### config.mk
export PLATFORM = sky130hd
export DESIGN_NAME = vear_regs
export DESIGN_NICKNAME = d
export VERILOG_FILES = /design/src/hdl/vear_pkg.sv /design/src/hdl/vear_regs.sv
export SDC_FILE = /design/constraint.sdc
export NUM_CORES = 1
export LEC_CHECK = 0
export ABC_CLOCK_PERIOD_IN_PS = 2450
export BUFFER_PORTS_ARGS = -buffer_cell sky130_fd_sc_hd__buf_4
export CELL_PAD_IN_SITES_DETAIL_PLACEMENT = 0
export CELL_PAD_IN_SITES_GLOBAL_PLACEMENT = 1
export CORE_MARGIN = 2
export CORE_UTILIZATION = 43
export CTS_BUF_LIST = sky130_fd_sc_hd__clkbuf_4
export CTS_CLUSTER_SIZE = 20
export DETAILED_ROUTE_END_ITERATION = 10
export PLACE_DENSITY = 0.92
export SLEW_MARGIN = 40
export SYNTH_ARGS = -nofsm -noshare
export SYNTH_HDL_FRONTEND = slang
export SYNTH_SLANG_ARGS = --single-unit
### constraint.sdc
create_clock -name clk_sys -period 2.45 [get_ports clk_sys]
set_input_delay 0.3675 -clock clk_sys [delete_from_list [all_inputs] [get_ports clk_sys]]
set_output_delay 0.3675 -clock clk_sys [all_outputs]
set_load 0.005 [all_outputs]
### src/hdl/vear_pkg.sv
// Purpose: shared constants and carriers for the encoder auxiliary control register bank
// Assumes: byte-wide register port behind the two-wire serial engine, 100 MHz clk_sys
// Notes: offsets are register indices as seen by the serial engine
package vear_pkg;

	// register indices
	localparam logic [7:0] IDX_ANC_CTRL = 8'h06;
	localparam logic [7:0] IDX_MATCH_ID = 8'h07;
	localparam logic [7:0] IDX_FREQ3 = 8'h08;
	localparam logic [7:0] IDX_FREQ2 = 8'h09;
	localparam logic [7:0] IDX_FREQ1 = 8'h0A;
	localparam logic [7:0] IDX_FREQ0 = 8'h0B;
	localparam logic [7:0] IDX_PHASE_HI = 8'h0C;
	localparam logic [7:0] IDX_PHASE_LO = 8'h0D;
	localparam logic [7:0] IDX_PORT_DATA = 8'h0E;
	localparam logic [7:0] IDX_PORT_DIR = 8'h0F;

	// ancillary control register fields
	localparam int CTRL_TIMING_BIT = 0;
	localparam int CTRL_PHASE_BIT = 1;
	localparam int CTRL_FREQ_BIT = 2;
	localparam int CTRL_FIELD_LSB = 3;
	localparam int CTRL_LOCK_BIT = 6;

	// reset values
	localparam logic [31:0] FREQ_RESET = 32'h43E0F83E;
	localparam logic [15:0] PHASE_RESET = 16'h0000;
	localparam logic [7:0] BYTE_RESET = 8'h00;
	localparam logic [2:0] FIELD_RESET = 3'h0;
	localparam logic [7:0] READ_UNMAPPED = 8'h00;

	// pins shared with alternate functions: 7 and 6 inputs, 1 and 0 outputs
	localparam logic [7:0] ALT_IN_PINS = 8'hC0;
	localparam logic [7:0] ALT_OUT_PINS = 8'h03;

	// host access from the serial engine
	typedef struct packed {
		logic wr;
		logic rd;
		logic [7:0] index;
		logic [7:0] wdata;
	} vear_host_t;

	// one received ancillary packet, presented for one cycle
	typedef struct packed {
		logic valid;
		logic [7:0] data_id;
		logic freq_valid_bit;
		logic phase_valid_bit;
		logic sync_valid_flag;
		logic [2:0] field;
		logic [31:0] freq;
		logic [15:0] phase;
	} vear_anc_t;

endpackage

### src/hdl/vear_regs.sv
// Purpose: ancillary control, match id, subcarrier frequency/phase and general purpose port
// Assumes: serial engine presents byte accesses as one-cycle strobes; pin inputs asynchronous
// Notes: every output is registered; read data appears one cycle after the read strobe
//
// Overview of operation
// - lock flag reads 0 when the synthesizer is locked to the reference.
// - read-only 3-bit field number, 000 first field through 111 eighth.
// - frequency load enable set: valid ancillary frequency loads the word; else host only.
// - genlock enabled: genlock circuit drives frequency; host keeps frequency load off.
// - phase load enable set: valid ancillary phase used; else phase is zero.
// - genlock enabled: genlock circuit drives phase; host keeps phase load off.
// - timing enable set: ancillary field and sync-valid used; else ignored.
// - upper seven match id bits compared with packet id; only matches accepted.
// - match id bit 0 is stored parity, never used in matching.
// - 32-bit frequency word over four bytes, MSB at 08h, LSB at 0Bh.
// - upper three frequency bytes buffered, committed together on LSB write.
// - 16-bit static phase offset held in two registers, nominal zero.
// - port data bit n maps pin n; reads give pin state for inputs, written value for outputs; writes set output.
// - pins 7, 6, 1, 0 multiplexed with alternate signals.
// - direction bit 0 makes pin input, 1 makes it output from data register.
// - lock flag read-only, meaningful with genlock, reads 1 before lock.
// - genlock enable locks internal synthesizer to external reference.
module vear_regs #(
	parameter int PINS = 8
) (
	// clock and reset
	input wire logic clk_sys,
	input wire logic rstn,
	// register port from the serial engine
	input wire vear_pkg::vear_host_t host,
	output logic [7:0] reg_rdata,
	// genlock
	input wire logic genlock_enable,
	input wire logic synth_locked,
	input wire logic [31:0] genlock_freq,
	input wire logic [15:0] genlock_phase,
	output logic synth_lock_req,
	output logic lock_fail_flag,
	// timing and ancillary stream
	input wire logic field_tick,
	input wire vear_pkg::vear_anc_t anc,
	output logic [2:0] field_number,
	output logic anc_timing_strobe,
	output logic sync_valid_flag,
	// subcarrier
	output logic [31:0] subcarrier_increment,
	output logic [15:0] subcarrier_phase,
	output logic [15:0] phase_offset_value,
	// general purpose port
	input wire logic [PINS-1:0] pin_in,
	input wire logic [PINS-1:0] alt_sel,
	input wire logic [PINS-1:0] alt_out,
	output logic [PINS-1:0] pin_out,
	output logic [PINS-1:0] pin_oe,
	output logic [PINS-1:0] alt_in
);

	logic [2:0] ctrl_en_r;
	logic [7:0] match_id_r;
	logic [23:0] freq_shadow_r;
	logic [31:0] freq_r;
	logic [15:0] phase_offset_r;
	logic [15:0] anc_phase_r;
	logic [2:0] field_r;
	logic lock_fail_r;
	logic [PINS-1:0] port_data_bits_r;
	logic [PINS-1:0] port_direction_bits_r;
	logic [PINS-1:0] pin_meta_r;
	logic [PINS-1:0] pin_sync_r;
	logic [PINS-1:0] port_read;
	logic id_match;
	logic wr_ctrl;
	logic wr_freq0;

	// decoded register strobes and gated ancillary loads
	logic wr_match_id;
	logic wr_freq3;
	logic wr_freq2;
	logic wr_freq1;
	logic wr_phase_hi;
	logic wr_phase_lo;
	logic wr_port_data;
	logic wr_port_dir;
	logic take_freq;
	logic take_phase;
	logic take_timing;
	logic [7:0] ctrl_read;

	// packet is ours only when the seven id bits agree, parity bit ignored
	assign id_match = anc.valid && (anc.data_id[7:1] == match_id_r[7:1]);

	// one write strobe per index; a single decode keeps the register map in one place
	assign wr_ctrl = host.wr && (host.index == vear_pkg::IDX_ANC_CTRL);
	assign wr_match_id = host.wr && (host.index == vear_pkg::IDX_MATCH_ID);
	assign wr_freq3 = host.wr && (host.index == vear_pkg::IDX_FREQ3);
	assign wr_freq2 = host.wr && (host.index == vear_pkg::IDX_FREQ2);
	assign wr_freq1 = host.wr && (host.index == vear_pkg::IDX_FREQ1);
	assign wr_freq0 = host.wr && (host.index == vear_pkg::IDX_FREQ0);
	assign wr_phase_hi = host.wr && (host.index == vear_pkg::IDX_PHASE_HI);
	assign wr_phase_lo = host.wr && (host.index == vear_pkg::IDX_PHASE_LO);
	assign wr_port_data = host.wr && (host.index == vear_pkg::IDX_PORT_DATA);
	assign wr_port_dir = host.wr && (host.index == vear_pkg::IDX_PORT_DIR);

	// ancillary loads, each gated by its enable and the id match; frequency and phase also by the packet's own valid bit
	assign take_freq = ctrl_en_r[vear_pkg::CTRL_FREQ_BIT] && id_match && anc.freq_valid_bit;
	assign take_phase = ctrl_en_r[vear_pkg::CTRL_PHASE_BIT] && id_match && anc.phase_valid_bit;
	assign take_timing = ctrl_en_r[vear_pkg::CTRL_TIMING_BIT] && id_match;

	// writable enables of the control register; status bits are not stored here
	always_ff @(posedge clk_sys or negedge rstn) begin
		if (!rstn) begin
			ctrl_en_r <= 3'h0;
		end else if (wr_ctrl) begin
			ctrl_en_r <= host.wdata[vear_pkg::CTRL_FREQ_BIT:vear_pkg::CTRL_TIMING_BIT];
		end
	end

	// match id register, parity stored as written
	always_ff @(posedge clk_sys or negedge rstn) begin
		if (!rstn) begin
			match_id_r <= vear_pkg::BYTE_RESET;
		end else if (wr_match_id) begin
			match_id_r <= host.wdata;
		end
	end

	// upper frequency bytes only reach the shadow
	always_ff @(posedge clk_sys or negedge rstn) begin
		if (!rstn) begin
			freq_shadow_r <= vear_pkg::FREQ_RESET[31:8];
		end else if (wr_freq3) begin
			freq_shadow_r[23:16] <= host.wdata;
		end else if (wr_freq2) begin
			freq_shadow_r[15:8] <= host.wdata;
		end else if (wr_freq1) begin
			freq_shadow_r[7:0] <= host.wdata;
		end
	end

	// active frequency word; a matching ancillary load wins over a host commit
	// in the same cycle since the stream is the newer source
	always_ff @(posedge clk_sys or negedge rstn) begin
		if (!rstn) begin
			freq_r <= vear_pkg::FREQ_RESET;
		end else if (take_freq) begin
			freq_r <= anc.freq;
		end else if (wr_freq0) begin
			freq_r <= {freq_shadow_r, host.wdata};
		end
	end

	// static phase offset, two host bytes
	always_ff @(posedge clk_sys or negedge rstn) begin
		if (!rstn) begin
			phase_offset_r <= vear_pkg::PHASE_RESET;
		end else if (wr_phase_hi) begin
			phase_offset_r[15:8] <= host.wdata;
		end else if (wr_phase_lo) begin
			phase_offset_r[7:0] <= host.wdata;
		end
	end

	// phase captured from matching packets with the phase-valid bit
	always_ff @(posedge clk_sys or negedge rstn) begin
		if (!rstn) begin
			anc_phase_r <= vear_pkg::PHASE_RESET;
		end else if (take_phase) begin
			anc_phase_r <= anc.phase;
		end
	end

	// synthesizer lock request follows the genlock enable
	always_ff @(posedge clk_sys or negedge rstn) begin
		if (!rstn) begin
			synth_lock_req <= 1'b0;
		end else begin
			synth_lock_req <= genlock_enable;
		end
	end

	// static offset handed on to the phase path
	always_ff @(posedge clk_sys or negedge rstn) begin
		if (!rstn) begin
			phase_offset_value <= vear_pkg::PHASE_RESET;
		end else begin
			phase_offset_value <= phase_offset_r;
		end
	end

	// subcarrier drive: genlock overrides, firmware is trusted to clear the load enables
	always_ff @(posedge clk_sys or negedge rstn) begin
		if (!rstn) begin
			subcarrier_increment <= vear_pkg::FREQ_RESET;
			subcarrier_phase <= vear_pkg::PHASE_RESET;
		end else begin
			if (genlock_enable) begin
				subcarrier_increment <= genlock_freq;
				subcarrier_phase <= genlock_phase;
			end else begin
				subcarrier_increment <= freq_r;
				subcarrier_phase <= ctrl_en_r[vear_pkg::CTRL_PHASE_BIT] ?
					anc_phase_r : vear_pkg::PHASE_RESET;
			end
		end
	end

	// lock status: 0 once locked, 1 while still hunting
	always_ff @(posedge clk_sys or negedge rstn) begin
		if (!rstn) begin
			lock_fail_r <= 1'b1;
		end else begin
			lock_fail_r <= !synth_locked;
		end
	end
	assign lock_fail_flag = lock_fail_r;

	// field counter wraps after the eighth field; stream timing reloads it when enabled
	always_ff @(posedge clk_sys or negedge rstn) begin
		if (!rstn) begin
			field_r <= vear_pkg::FIELD_RESET;
		end else if (take_timing && anc.sync_valid_flag) begin
			field_r <= anc.field;
		end else if (field_tick) begin
			field_r <= field_r + 3'h1;
		end
	end
	assign field_number = field_r;

	// timing reference handed on only when enabled, otherwise dropped
	always_ff @(posedge clk_sys or negedge rstn) begin
		if (!rstn) begin
			anc_timing_strobe <= 1'b0;
			sync_valid_flag <= 1'b0;
		end else begin
			anc_timing_strobe <= take_timing;
			sync_valid_flag <= take_timing && anc.sync_valid_flag;
		end
	end

	// port data register, written value drives output pins
	always_ff @(posedge clk_sys or negedge rstn) begin
		if (!rstn) begin
			port_data_bits_r <= '0;
		end else if (wr_port_data) begin
			port_data_bits_r <= host.wdata[PINS-1:0];
		end
	end

	// port direction register; reset leaves every pin an input
	always_ff @(posedge clk_sys or negedge rstn) begin
		if (!rstn) begin
			port_direction_bits_r <= '0;
		end else if (wr_port_dir) begin
			port_direction_bits_r <= host.wdata[PINS-1:0];
		end
	end

	// two-stage pin synchroniser; only the second stage is looked at
	always_ff @(posedge clk_sys or negedge rstn) begin
		if (!rstn) begin
			pin_meta_r <= '0;
			pin_sync_r <= '0;
		end else begin
			pin_meta_r <= pin_in;
			pin_sync_r <= pin_meta_r;
		end
	end

	// pin drive: alternate outputs on pins 1 and 0 take the pin when selected
	always_ff @(posedge clk_sys or negedge rstn) begin
		if (!rstn) begin
			pin_out <= '0;
			pin_oe <= '0;
		end else begin
			for (int i = 0; i < PINS; i++) begin
				if (vear_pkg::ALT_OUT_PINS[i] && alt_sel[i]) begin
					pin_out[i] <= alt_out[i];
					pin_oe[i] <= 1'b1;
				end else begin
					pin_out[i] <= port_data_bits_r[i];
					pin_oe[i] <= port_direction_bits_r[i];
				end
			end
		end
	end

	// pins 7 and 6 feed their alternate input whatever the direction
	always_ff @(posedge clk_sys or negedge rstn) begin
		if (!rstn) begin
			alt_in <= '0;
		end else begin
			for (int i = 0; i < PINS; i++) begin
				alt_in[i] <= vear_pkg::ALT_IN_PINS[i] && alt_sel[i] && pin_sync_r[i];
			end
		end
	end

	// inputs read the pin, outputs read back the written value
	always_comb begin
		for (int i = 0; i < PINS; i++) begin
			port_read[i] = port_direction_bits_r[i] ? port_data_bits_r[i] : pin_sync_r[i];
		end
	end

	// status view of the control register; reserved bit 7 always reads 0
	always_comb begin
		ctrl_read = vear_pkg::BYTE_RESET;
		ctrl_read[vear_pkg::CTRL_LOCK_BIT] = lock_fail_r;
		ctrl_read[vear_pkg::CTRL_FIELD_LSB +: 3] = field_r;
		ctrl_read[vear_pkg::CTRL_FREQ_BIT:vear_pkg::CTRL_TIMING_BIT] = ctrl_en_r;
	end

	// read mux, registered; unmapped indices read zero
	always_ff @(posedge clk_sys or negedge rstn) begin
		if (!rstn) begin
			reg_rdata <= vear_pkg::READ_UNMAPPED;
		end else if (host.rd) begin
			if (host.index == vear_pkg::IDX_ANC_CTRL) begin
				reg_rdata <= ctrl_read;
			end else if (host.index == vear_pkg::IDX_MATCH_ID) begin
				reg_rdata <= match_id_r;
			end else if (host.index == vear_pkg::IDX_FREQ3) begin
				reg_rdata <= freq_r[31:24];
			end else if (host.index == vear_pkg::IDX_FREQ2) begin
				reg_rdata <= freq_r[23:16];
			end else if (host.index == vear_pkg::IDX_FREQ1) begin
				reg_rdata <= freq_r[15:8];
			end else if (host.index == vear_pkg::IDX_FREQ0) begin
				reg_rdata <= freq_r[7:0];
			end else if (host.index == vear_pkg::IDX_PHASE_HI) begin
				reg_rdata <= phase_offset_r[15:8];
			end else if (host.index == vear_pkg::IDX_PHASE_LO) begin
				reg_rdata <= phase_offset_r[7:0];
			end else if (host.index == vear_pkg::IDX_PORT_DATA) begin
				reg_rdata <= 8'(port_read);
			end else if (host.index == vear_pkg::IDX_PORT_DIR) begin
				reg_rdata <= 8'(port_direction_bits_r);
			end else begin
				reg_rdata <= vear_pkg::READ_UNMAPPED;
			end
		end
	end

endmodule

==> results.toml <==
[global_routing]
grt_usage = 0.242
grt_pass1_wl_mm = 43.7
grt-ovfl-total = 0
antenna_found_initial = 2
grt_pass1_vias = 7856
grt_start_max_net_pins = 62

[detailed_routing]
wl_mm = 27.9
detail_route.iter0.violations = 562
route.met3.wl_mm = 1.94
ant_nets = 0
drc = 0
post_drt_wl_per_cell_um = 19.8
wl_met2_mm = 13.7
top_layer_used = "met4"
vias = 7231
firstDrtPassIters = 5
wl_met1_mm = 11.5
via_per_inst = 5.14

[yosys]
ys_seq_area_frac = 0.611
ys_dominant_reg_cell = "dfrtp_1"
netlist.area_leader.share = 0.488
synth_area_sq_mm = 0.00943
synth_top_area_cell = "dfrtp_1"
synth.area.top_cells = "dfrtp_1 49%, mux2_2 14%, dfstp_2 12%"
synth.most_common_cell = "dfrtp_1"
synth.cells.most_frequent = "184 x dfrtp_1, 116 x mux2_2, 69 x mux2_1"
synth_edf_count = 0
synth-async-reset-ratio = 1.00
yosys_warnings = 0
synthCells = 662
syn_avg_cell_area_sq_um = 14.2
ys_seq_elements = 228
synth_cell_types = 49

[final_layout]
regArea_sq_mm = 0.00576
final_area_sq_mm = 0.0137
fillers = 1685
multi_input_comb_area_sq_mm = 0.00345
nets = 1230
final_cells = 1406
area_delta_synth_final_pct = 45.4
utilization = 0.632
drive_above_1_share = 0.488

[placed_design]
place.detailed.hpwl_mm = 18.2
post_dp_cell_area_sq_mm = 0.0117
pre_cts_slack_ns = 0.167
placedCellCount = 1172
gp_congestion = 0.875
io_buffer_count = 243

[status]
outcome = "completed"

[power_and_ir_drop]
switching_share = 0.241
cellLeakagePower_nw = 6.75
internal_power_mw = 6.62
total_power_mw = 8.72
p_switching_mw = 2.11
vdd_drop_max_uv = 352
p_clk_frac = 0.416
seqPwrFrac = 0.468
p_per_area_mw_per_mm2 = 636
combPwrFrac = 0.115

[clocking]
post_cts_resized = 0
clock-sinks = 228
htree_num_levels = 2
cts_made_buffers = 60
post-cts-setup-buffers = 0
clk_pin_slew_ns = 0.07
ctsRootBufferMaster = "clkbuf_4"
clock_latency_ns = 0.69
cts_tree = "done"
ctsLongestPathBuffers = 3

[timing]
setup_viol = 0
max_slew.worst_pin.slew_ns = 0.782
hold_violations = 0
post-route-min-period_ns = 2.05
drv_slew = 0
finalWorstSetupSlack_ns = 0.399
fin_hold_ws_ns = 0.0518
finalCritPeriodShare = 0.837
fmax_mhz = 488
skew_ns = 0.0281
max_slew_margin = 0.476
fin_setup_tns_ns = 0
rsz0062_at_grt = "no"

[critical_path]
crit_fanout = 16
worst-path-buf-inv = 1
crit_required_ns = 3.02
cp_slowest_cell = "dfrtp_1"
crit_arrival_ns = 2.62
critPathLaunchType = "flop"
crit_chain = "xnor2_1, nand4_1, nor2_1, and3_1, buf_4, mux2_2"
crit_family = "simple AND/OR/NAND/NOR gates"
end_kind = "flop"
critPathKind = "flop to flop"
ff2ff_setup_slack_ns = 0.40
max_stage_delay_ns = 0.45

[min_path]
holdCritPathClass = "input pin to flop"

[flow_run]
timing.max_cap.violations = 0

[die]
initial_utilization = 0.435
die-area_sq_mm = 0.0231
dieWidth_um = 152
die_y_um = 152
num_rows = 54
io_pins = 261
fp.coreArea_sq_mm = 0.0217
cells by family after synthesis:
family                   synth area share
buffers and inverters              0.0264
XOR/XNOR                          0.00836
other                            0.000398
adder cells (fa/ha/maj)           0.00133
AO/OA/AOI/OAI                      0.0755
multiplexers                        0.233
flip-flops                          0.611
AND/OR/NAND/NOR                    0.0444
repair_timing:
action                     in CTS  in global routing
hold buffers                  117                  0
hold endpoints to repair      198                  0
setup endpoints to repair       0                  0
path summary, 6_finish.rpt:
path                          startpoint                end  cells past startpoint
hold / removal                  host[16]       reg_rdata[0]                      2
setup / recovery           match_id_r[1]     anc_phase_r[6]                      6
min in group asynchronous           rstn         pin_out[1]                      2
max in group asynchronous           rstn  freq_shadow_r[17]                      3
setup reg to reg           match_id_r[1]     anc_phase_r[6]                      6
hold reg to reg            pin_meta_r[1]      pin_sync_r[1]                      0
registers in the layout (all words and copies together), names as in the netlist, 16 cells and up:
register              count
subcarrier_increment     32
subcarrier_phase         16
freq_shadow_r            24
phase_offset_r           16
phase_offset_value       16
anc_phase_r              16
freq_r                   32
layout make-up:
class                   instances  share of cell area
diodes                          3            0.000547
clock buffers                 108              0.0591
clock inverters                 6             0.00365
inverters                      15             0.00411
multi-input cells             385               0.252
flip-flops and latches        228               0.420
well taps                     280              0.0255
repair buffers                381               0.235
power groups by stage:
stage,Combinational [mW],Clock [mW],Sequential (mW)
after floorplan,0.310,0,4.12
after global placement,0.822,0,4.14
after detailed placement,0.846,0,4.15
after CTS,1.00,3.72,4.08
after global routing,1.09,3.94,4.10
final,1.01,3.63,4.09
per-layer routing:
layer	vias to the layer above	track usage
met4	0	0.0868
met5	-	0
met1	3581	0.312
li1	3272	-
met3	60	0.0556
met2	318	0.402
worst register-to-register path, stage by stage (launching register included):
cell and delay [ns]:
dfrtp_1 0.45, xnor2_1 0.19, nand4_1 0.13, nor2_1 0.33
and3_1 0.21, buf_4 0.25, mux2_2 0.38
cells in the final DEF, fill, tap and decap left out, types with 4 or more instances in the layout:
cell type and n:
nor2_2 4, a22o_1 17, dfstp_2 44, mux2_2 116, nand3_1 13, o21ai_0 19
nor3_1 6, a21oi_1 16, buf_4 258, and2_1 6, mux2i_1 9, clkbuf_4 108
conb_1 6, clkinv_1 4, a41oi_1 7, nand2_1 13, buf_12 5, nor2b_1 5
mux2_1 69, o221ai_1 6, o22ai_1 7, nor2_1 7, inv_1 15, dfrtp_1 184
xnor2_1 8, o311ai_0 5, dlygate4sd3_1 117, a211o_1 5, o2111ai_1 5
(Power assumes the default switching activity.)
